===== src/wwdt_pkg.sv =====
// Package of constants and types for the window watchdog
package wwdt_pkg;

  // ==========================================================================
  // Register map
  localparam logic [1:0] WWDT_ADDR_CTRL = 2'h0;   // wd_control_reg
  localparam logic [1:0] WWDT_ADDR_WIN = 2'h1;    // window_limit_reg
  localparam logic [1:0] WWDT_ADDR_STAT = 2'h2;   // Status (read only)

  // ==========================================================================
  // Field positions and reset values
  localparam int WWDT_ACT_BIT = 7;
  localparam int WWDT_TOP_BIT = 6;
  localparam logic [6:0] WWDT_CNT_RESET = 7'h7f;
  localparam logic [6:0] WWDT_WIN_RESET = 7'h7f;
  localparam logic [6:0] WWDT_CNT_FLOOR = 7'h40;  // Lowest value with top bit set

  // ==========================================================================
  // Timing
  localparam int WWDT_CLK_MHZ = 100;
  localparam int WWDT_PRESCALE = 16384;           // Oscillator cycles per decrement
  localparam int WWDT_RST_PULSE_US = 30;
  localparam int WWDT_RST_CYCLES = WWDT_RST_PULSE_US * WWDT_CLK_MHZ;

  // ==========================================================================
  // Types
  typedef enum logic [2:0]
  {
    WWDT_RUN = 3'b001,
    WWDT_HALT_ONE = 3'b010,
    WWDT_STOPPED = 3'b100
  } wwdt_state_t;

  typedef struct packed
  {
    logic [1:0] addr;
    logic [7:0] wdata;
    logic wr;
    logic rd;
  } wwdt_bus_t;

endpackage


===== src/wwdt_top.sv =====
// Window watchdog: downcounter, window check, activation and halt handling
//
// Behaviour
// The counter decrements once every 16384 internal oscillator clocks via a prescaler.
// When active and the counter goes from 40h to 3Fh, a reset pulse of about 30 us is issued.
// A counter reload while the counter exceeds the window limit issues a reset.
// In software mode the watchdog is off after reset, set on by the activate bit, sticky.
// With the hardware option the watchdog is always active and the activate bit is ignored.
// The counter keeps counting down even when the watchdog is inactive.
// Software writes values between FFh and C0h so the top bit is set on each refresh.
// Software reloads only while the counter is below the window and above 3Fh.
// The lower six counter bits give 64 programmable timeout steps.
// A control write does not reset the prescaler.
// A write setting the activate bit with the top bit clear resets at once.
// When active with the halt-reset option, a halt instruction causes a reset.
// Without halt reset, software should refresh the counter just before halting.
// In plain halt the counter decrements once, then stops, with no reset until wake-up.
// In active halt the counter does not decrement and resumes at once on wake-up.
// The control register holds the activate bit in bit 7 and the counter in bits 6 to 0.
`timescale 1ns/1ps
module wwdt_top
  import wwdt_pkg::*;
(
  // Clock and reset
  input wire logic clk,
  input wire logic reset,
  // Register port
  input wire logic [1:0] addr,
  input wire logic [7:0] wdata,
  input wire logic wr,
  input wire logic rd,
  output logic [7:0] rdata,
  // Options and chip state
  input wire logic hw_watchdog_option,
  input wire logic halt_reset_option,
  input wire logic osc_interrupt_enable,
  input wire logic halt_exec,
  input wire logic wake_int,
  input wire logic osc_clk_en,
  // Reset outputs
  output logic wd_reset_req,
  output logic rst_pin_n
);

  wwdt_bus_t bus;
  wwdt_state_t state_q;
  logic [6:0] cnt_q;
  logic [6:0] win_q;
  logic act_q;
  logic [7:0] rdata_q;
  logic tick;
  logic active;
  logic ctrl_wr;
  logic win_wr;
  logic dec_en;
  logic dec;
  logic roll_rst;
  logic window_rst;
  logic soft_rst;
  logic halt_rst;
  logic rst_src_q;

  assign bus = '{addr: addr, wdata: wdata, wr: wr, rd: rd};
  assign ctrl_wr = bus.wr && (bus.addr == WWDT_ADDR_CTRL);
  assign win_wr = bus.wr && (bus.addr == WWDT_ADDR_WIN);

  // ==========================================================================
  // Prescaler
  wwdt_prescaler u_presc
  (
    .clk(clk),
    .reset(reset),
    .osc_en(osc_clk_en),
    .tick(tick)
  );

  // ==========================================================================
  // Activation: sticky bit, overridden by the hardware option
  always_ff @(posedge clk)
  begin
    if (reset)
      act_q <= 1'b0;
    else if (ctrl_wr && bus.wdata[WWDT_ACT_BIT])
      act_q <= 1'b1;
  end

  assign active = act_q || hw_watchdog_option;

  // ==========================================================================
  // Halt handling: plain halt allows one decrement, active halt none
  always_ff @(posedge clk)
  begin
    if (reset)
      state_q <= WWDT_RUN;
    else
    begin
      case (state_q)
        WWDT_RUN:
        begin
          if (halt_exec && !(active && halt_reset_option))
            state_q <= osc_interrupt_enable ? WWDT_STOPPED : WWDT_HALT_ONE;
        end
        WWDT_HALT_ONE:
        begin
          if (wake_int)
            state_q <= WWDT_RUN;
          else if (tick)
            state_q <= WWDT_STOPPED;
        end
        WWDT_STOPPED:
        begin
          if (wake_int)
            state_q <= WWDT_RUN;
        end
        default:
          state_q <= WWDT_RUN;
      endcase
    end
  end

  // Decrements only run while not stopped
  assign dec_en = (state_q != WWDT_STOPPED);
  assign dec = tick && dec_en;

  // ==========================================================================
  // Reset sources; rollover is masked in both halt states, including the plain-halt single step
  assign roll_rst = active && dec && (cnt_q == WWDT_CNT_FLOOR)
                    && (state_q == WWDT_RUN);
  assign window_rst = active && ctrl_wr && (cnt_q > win_q);
  assign soft_rst = ctrl_wr && bus.wdata[WWDT_ACT_BIT]
                    && !bus.wdata[WWDT_TOP_BIT];
  assign halt_rst = (state_q == WWDT_RUN) && halt_exec && active
                    && halt_reset_option;
  assign wd_reset_req = roll_rst || window_rst || soft_rst || halt_rst;

  // ==========================================================================
  // Counter: a write loads it, otherwise it decrements freely
  always_ff @(posedge clk)
  begin
    if (reset)
      cnt_q <= WWDT_CNT_RESET;
    else if (ctrl_wr)
      cnt_q <= bus.wdata[6:0];
    else if (dec)
      cnt_q <= cnt_q - 7'h1;
  end

  // Window limit register
  always_ff @(posedge clk)
  begin
    if (reset)
      win_q <= WWDT_WIN_RESET;
    else if (win_wr)
      win_q <= bus.wdata[6:0];
  end

  // Last reset-request sticky status; a new request wins over the read clear
  always_ff @(posedge clk)
  begin
    if (reset)
      rst_src_q <= 1'b0;
    else if (wd_reset_req)
      rst_src_q <= 1'b1;
    else if (bus.rd && bus.addr == WWDT_ADDR_STAT)
      rst_src_q <= 1'b0;
  end

  // ==========================================================================
  // Read data, valid the cycle after the strobe; unmapped reads zero
  always_ff @(posedge clk)
  begin
    if (reset)
      rdata_q <= 8'h0;
    else if (bus.rd)
    begin
      case (bus.addr)
        WWDT_ADDR_CTRL: rdata_q <= {act_q, cnt_q};
        WWDT_ADDR_WIN: rdata_q <= {1'b0, win_q};
        WWDT_ADDR_STAT: rdata_q <= {3'h0, state_q, active, rst_src_q};
        default: rdata_q <= 8'h0;
      endcase
    end
    else
      rdata_q <= 8'h0;
  end

  assign rdata = rdata_q;

  // ==========================================================================
  // Reset pin stretcher
  wwdt_reset_pulse u_pulse
  (
    .clk(clk),
    .reset(reset),
    .req(wd_reset_req),
    .rst_pin_n(rst_pin_n)
  );

  // ==========================================================================
  // Checks
  chk_roll_resets: assert property (@(posedge clk) disable iff (reset)
    (active && tick && state_q == WWDT_RUN && cnt_q == 7'h40 && !wr)
    |-> wd_reset_req ##1 (!rst_pin_n && cnt_q == 7'h3f))
    else $error("rollover did not reset");

  chk_window_reload: assert property (@(posedge clk) disable iff (reset)
    (active && ctrl_wr && cnt_q > win_q) |=> !rst_pin_n)
    else $error("early reload did not reset");

  chk_soft_reset: assert property (@(posedge clk) disable iff (reset)
    (ctrl_wr && wdata[7] && !wdata[6]) |-> wd_reset_req)
    else $error("software reset missing");

  chk_act_sticky: assert property (@(posedge clk) disable iff (reset)
    act_q |=> act_q)
    else $error("activate bit cleared");

  chk_hw_active: assert property (@(posedge clk) disable iff (reset)
    hw_watchdog_option |-> active)
    else $error("hardware option not active");

  chk_free_count: assert property (@(posedge clk) disable iff (reset)
    (tick && state_q == WWDT_RUN && !wr) |=> cnt_q == $past(cnt_q) - 7'h1)
    else $error("counter did not decrement");

  chk_write_load: assert property (@(posedge clk) disable iff (reset)
    ctrl_wr |=> cnt_q == $past(wdata[6:0]))
    else $error("write did not load counter");

  chk_halt_reset: assert property (@(posedge clk) disable iff (reset)
    (state_q == WWDT_RUN && halt_exec && active && halt_reset_option) |-> wd_reset_req)
    else $error("halt did not reset");

  chk_active_halt: assert property (@(posedge clk) disable iff (reset)
    (state_q == WWDT_STOPPED && !wr) |=> cnt_q == $past(cnt_q))
    else $error("counter moved while stopped");

  chk_plain_halt: assert property (@(posedge clk) disable iff (reset)
    (state_q == WWDT_HALT_ONE && tick && !wake_int) |=> state_q == WWDT_STOPPED)
    else $error("plain halt did not stop");

  chk_pulse_len: assert property (@(posedge clk) disable iff (reset)
    $fell(rst_pin_n) |-> !rst_pin_n [*8])
    else $error("reset pulse too short");

endmodule


===== src/wwdt_prescaler.sv =====
// Free-running prescaler producing one decrement tick per period
`timescale 1ns/1ps
module wwdt_prescaler
  import wwdt_pkg::*;
(
  // Clock and reset
  input wire logic clk,
  input wire logic reset,
  // Control and tick
  input wire logic osc_en,
  output logic tick
);

  logic [13:0] cnt_q;

  // ==========================================================================
  // Counter is never cleared by register writes, so timeouts jitter by one period
  always_ff @(posedge clk)
  begin
    if (reset)
      cnt_q <= 14'h0;
    else if (osc_en)
      cnt_q <= cnt_q + 14'h1;
  end

  assign tick = osc_en && (cnt_q == 14'(WWDT_PRESCALE - 1));

endmodule


===== src/wwdt_reset_pulse.sv =====
// Stretches a one-cycle reset request into a timed low pulse on the reset pin
`timescale 1ns/1ps
module wwdt_reset_pulse
  import wwdt_pkg::*;
(
  // Clock and reset
  input wire logic clk,
  input wire logic reset,
  // Request and pin
  input wire logic req,
  output logic rst_pin_n
);

  logic [11:0] cnt_q;

  // ==========================================================================
  // Pulse length counter; a new request restarts the full length
  always_ff @(posedge clk)
  begin
    if (reset)
      cnt_q <= 12'h0;
    else if (req)
      cnt_q <= 12'(WWDT_RST_CYCLES);
    else if (cnt_q != 12'h0)
      cnt_q <= cnt_q - 12'h1;
  end

  assign rst_pin_n = (cnt_q == 12'h0);

endmodule


===== config.mk =====
export PLATFORM = sky130hd
export DESIGN_NAME = wwdt_top
export DESIGN_NICKNAME = d
export VERILOG_FILES = /design/src/wwdt_pkg.sv /design/src/wwdt_top.sv /design/src/wwdt_prescaler.sv /design/src/wwdt_reset_pulse.sv
export SDC_FILE = /design/constraint.sdc
export NUM_CORES = 1
export LEC_CHECK = 0
export ABC_CLOCK_PERIOD_IN_PS = 2100
export BUFFER_PORTS_ARGS = -buffer_cell sky130_fd_sc_hd__buf_2
export CORE_MARGIN = 1.5
export CORE_UTILIZATION = 55
export DETAILED_ROUTE_END_ITERATION = 12
export GPL_ROUTABILITY_DRIVEN = 0
export HOLD_SLACK_MARGIN = 0.02
export PLACE_DENSITY = 0.86
export REMOVE_ABC_BUFFERS = 1
export SETUP_SLACK_MARGIN = 0.2
export SYNTH_ARGS = -nofsm -noshare
export SYNTH_HDL_FRONTEND = slang
export SYNTH_HIERARCHICAL = 1
export SYNTH_SLANG_ARGS = --single-unit

===== constraint.sdc =====
create_clock -name clk -period 2.1 [get_ports clk]
set_input_delay 0.105 -clock clk [delete_from_list [all_inputs] [get_ports clk]]
set_output_delay 0.105 -clock clk [all_outputs]
set_load 0.02 [all_outputs]

==> results.py <==
metrics = {
    "power_and_ir_drop": {
        "power_frac_comb_pct": 37.3,
        "p_switching_uw": 1108,
        "p_per_area_nw_per_um2": 930.4,
        "peakVddDrop_mv": 0.4714,
        "share_of_total_power_consumed_by_net_switching_pct": 35.75,
        "leakage_power_uw": 0.001320,
        "pwr-share-clk_pct": 20.2,
        "seqPwrFrac_pct": 42.5,
        "internal_power_uw": 1992,
    },
    "placement": {
        "io_buffer_count": 29,
        "detailed_place.area_um2": 3025,
        "dp_worst_setup_slack_ns": 0.1048,
        "post-dp-hpwl_um": 4539,
    },
    "routing": {
        "wire_per_inst_um": 16.37,
        "vias": 2532,
        "detail_route.iter0.violations": 198,
        "drt-vias-per-instance": 6.072,
        "drt-total-wl_um": 6825,
        "drt-pass1-iter-count": 5,
        "drtAntennaViolNets": 0,
        "drcViolationCount": 0,
    },
    "finish": {
        "antenna_cells_inserted": 0,
        "multiInputGateArea_um2": 1734,
        "postLayoutCoreUtil_pct": 69.17,
        "fin_area_um2": 3332,
        "regArea_um2": 1092,
        "drive_above_1_share_pct": 30.86,
        "nFillCells": 389,
        "nets": 381,
        "area.growth.synth_to_final_pct": 18.25,
    },
    "sta": {
        "finalClockSkew_ns": 0.002211,
        "setup_repair_after_global_routing_missed_its_margin": "yes",
        "drv_slew": 0,
        "max_freq_mhz": 495.1,
        "worst_pin_slew_ns": 0.5637,
        "fin_tns_setup_ns": 0,
        "relSlewSlack_pct": 62.13,
        "finalCritPeriodShare_pct": 96.18,
        "hold_viol": 0,
        "timing.final.crit_period_ns": 2.020,
        "fin_ws_ns": 0.08014,
        "timing.final.setup_violations": 0,
    },
    "clock_tree": {
        "clock_tree.htree_level_count": 2,
        "clk_transition_reported_paths_ns": 0.09,
        "clock_insertion_delay_worst_skew_ns": 0.31,
        "tritoncts_clock_tree": "done",
        "cts_root_buffer": "sky130_fd_sc_hd__clkbuf_8",
        "total_cts_buffers": 5,
        "clockBufferDepth": 2,
        "cts.sinks": 53,
        "ctsHoldBuffers": 0,
    },
    "logic_synthesis": {
        "synth_seq_area_share_pct": 37.66,
        "postSynthCellCount": 313,
        "yosysWarningCount": 6,
        "synth.lib_cells_used.distinct": 58,
        "async_reset_ff_share_pct": 0,
        "yosys.area.top_type": "sky130_fd_sc_hd__dfxtp_1",
        "post_synth_instance_area_um2": 2818,
        "synth-edff-count": 0,
        "synth_area_per_cell_um2": 9.002,
        "netlist_top_cells_area": "sky130_fd_sc_hd__dfxtp_1 (38%), sky130_fd_sc_hd__ha_1 (5.3%), sky130_fd_sc_hd__a21oi_1 (5.0%)",
        "yosys_register_bits": 53,
        "netlist.area_leader.share_pct": 37.66,
        "synth_flop_cell": "sky130_fd_sc_hd__dfxtp_1",
    },
    "global_route": {
        "initial_antenna_violation_count": 0,
        "wire_length_of_the_first_global_routing_pass_um": 10380,
        "grt.total_usage_pct": 24.31,
        "grt_max_degree": 25,
        "number_of_global_route_vias_before_repair": 2304,
        "overflow": 0,
    },
    "floorplan": {
        "initial_standard_cell_utilization_of_the_core_pct": 58.49,
        "dieArea_um2": 5561,
        "die-height_um": 74.58,
        "fp.coreArea_um2": 4817,
        "dieWidth_um": 74.58,
        "std_cell_rows": 25,
        "boundary_pins": 30,
    },
    "hold_path": {
        "worstHoldPathType": "in2reg",
    },
    "flow_run": {
        "cap_violations": 0,
    },
    "setup_path": {
        "crit_path_end_kind": "primary output",
        "worst_ep_arrival_time_ns": 1.91,
        "cp-start-kind": "flop",
        "timing.critical_path.required_ns": 2.00,
        "critical_path_class": "reg2out",
        "largest_fanout_on_the_critical_path": 4,
    },
    "outcome": {
        "run_status": "finished, final reports clean",
    },
}
state kept, by name (all words and copies together) (netlist names):
| register | count |
|---|---|
| u_presc/cnt_q | 14 |
| u_pulse/cnt_q | 12 |
| rdata | 8 |
| cnt_q | 7 |
| win_q | 7 |
| state_q | 3 |
| act_q | 1 |
| rst_src_q | 1 |
cells by family (layout without fill, tap and decap cells):
logic type               count (synthesis)  count (layout)  synth area share, %
XOR/XNOR                                11              11                3.419
buffers and inverters                   30              67                5.684
AND/OR/NAND/NOR                        122             122                26.24
multiplexers                            12              12                4.440
flip-flops                              53              53                37.66
AO/OA/AOI/OAI                           73              73                17.23
adder cells (fa/ha/maj)                 12              12                5.328
routing by layer:
| metal | part of all wire, % | track usage, % | up-vias |
|---|---|---|---|
| met1 | 43 | 29.89 | 1207 |
| met5 | 0 | 0 | - |
| li1 | - | - | 1217 |
| met4 | 1.4 | 8.283 | 0 |
| met3 | 5.7 | 4.878 | 10 |
| met2 | 50 | 42.36 | 98 |
metrics by stage:
stage	power [uW]	hold WS (ns)	cells
after floorplan	2065	0.1741	298
after CTS	3036	0.02193	416
after detailed placement	2326	0.3409	405
after global routing	3276	0.03269	417
after global placement	2293	0.3330	405
final	3100	0.02132	417
worst max-delay path, cell delays in order (launching register included):
cell and delay (ns):
sky130_fd_sc_hd__dfxtp_4 0.38, sky130_fd_sc_hd__ha_4 0.13, sky130_fd_sc_hd__nand2_2 0.06, sky130_fd_sc_hd__nor4_2 0.22, sky130_fd_sc_hd__and2_1 0.20, sky130_fd_sc_hd__a41oi_2 0.12
sky130_fd_sc_hd__o31a_1 0.30, sky130_fd_sc_hd__nand2_2 0.09, sky130_fd_sc_hd__buf_6 0.12
layout by cell type (no fill, tap or decap), types with 3 or more instances in the layout:
master                     instances
sky130_fd_sc_hd__dfxtp_1          34
sky130_fd_sc_hd__buf_2            28
sky130_fd_sc_hd__nor2_1           26
sky130_fd_sc_hd__a21oi_1          24
sky130_fd_sc_hd__dfxtp_2          16
sky130_fd_sc_hd__nand2_1          15
sky130_fd_sc_hd__buf_4            15
sky130_fd_sc_hd__inv_1            12
sky130_fd_sc_hd__nor3_1           11
sky130_fd_sc_hd__o211ai_1          8
sky130_fd_sc_hd__mux2i_1           8
sky130_fd_sc_hd__nand4_1           7
sky130_fd_sc_hd__o21ai_0           7
sky130_fd_sc_hd__nand3_1           7
sky130_fd_sc_hd__ha_1              7
sky130_fd_sc_hd__clkbuf_8          7
sky130_fd_sc_hd__a211oi_1          6
sky130_fd_sc_hd__xnor2_1           6
sky130_fd_sc_hd__nor4_1            6
sky130_fd_sc_hd__or4_1             6
sky130_fd_sc_hd__a21oi_2           5
sky130_fd_sc_hd__nor2b_1           5
sky130_fd_sc_hd__xor2_1            5
sky130_fd_sc_hd__ha_4              5
sky130_fd_sc_hd__or3_1             5
sky130_fd_sc_hd__a31oi_1           4
sky130_fd_sc_hd__o31ai_1           4
sky130_fd_sc_hd__nand3b_1          3
sky130_fd_sc_hd__or3b_1            3
sky130_fd_sc_hd__nor4_2            3
sky130_fd_sc_hd__inv_2             3
sky130_fd_sc_hd__and3b_1           3
sky130_fd_sc_hd__nor4b_1           3
sky130_fd_sc_hd__dfxtp_4           3
sky130_fd_sc_hd__mux2_2            3
final timing paths:
check	from	end	slack, ns	cells past startpoint
max	u_presc/cnt_q[1]$_SDFFE_PP0P_	wd_reset_req	0.08	8
min	wdata[1]	cnt_q[1]$_SDFFE_PP1P_	0.02	2
max reg2reg	u_presc/cnt_q[1]$_SDFFE_PP0P_	u_pulse/cnt_q[5]$_SDFFE_PP0P_	0.16	10
min reg2reg	rst_src_q$_SDFFE_PP0P_	rdata[0]$_SDFF_PP0_	0.51	2
synth_stat cells (4+ instances only):
library cell                n
sky130_fd_sc_hd__ha_1      12
sky130_fd_sc_hd__nor2b_1    5
sky130_fd_sc_hd__xor2_1     5
sky130_fd_sc_hd__o211ai_1   8
sky130_fd_sc_hd__dfxtp_1   53
sky130_fd_sc_hd__mux2i_1    8
sky130_fd_sc_hd__nor3_1    12
sky130_fd_sc_hd__nand3_1    7
sky130_fd_sc_hd__a31oi_1    4
sky130_fd_sc_hd__clkbuf_1   7
sky130_fd_sc_hd__nand4_1    7
sky130_fd_sc_hd__inv_1     15
sky130_fd_sc_hd__or4_1      6
sky130_fd_sc_hd__o21ai_0    8
sky130_fd_sc_hd__a21oi_1   28
sky130_fd_sc_hd__nor4b_1    5
sky130_fd_sc_hd__nor4_1     8
sky130_fd_sc_hd__nand2_1   16
sky130_fd_sc_hd__or3_1      5
sky130_fd_sc_hd__nor2_1    26
sky130_fd_sc_hd__xnor2_1    6
sky130_fd_sc_hd__o31ai_1    4
sky130_fd_sc_hd__a211oi_1   7
power groups by stage:
stage | Sequential, uW | Clock (uW) | Combinational (uW)
5_1_grt | 1340 | 674 | 1270
2_1_floorplan | 1300 | 0 | 767
3_5_place_dp | 1320 | 0 | 1000
4_1_cts | 1310 | 633 | 1090
3_3_place_gp | 1310 | 0 | 980
6_report | 1320 | 625 | 1160
layout make-up:
| class | instances | area share [%] |
|---|---|---|
| clock inverters | 1 | 0.1502 |
| multi-input cells | 230 | 52.05 |
| flip-flops and latches | 53 | 32.78 |
| repair buffers | 44 | 7.923 |
| inverters | 15 | 1.690 |
| well taps | 67 | 2.516 |
| clock buffers | 7 | 2.891 |
timing repair:
item | CTS | global route
resized for setup | 18 | 31
setup endpoints to repair | 16 | 16
pin swaps | 6 | 5
setup buffers | 3 | 1
(Power assumes the default switching activity.)
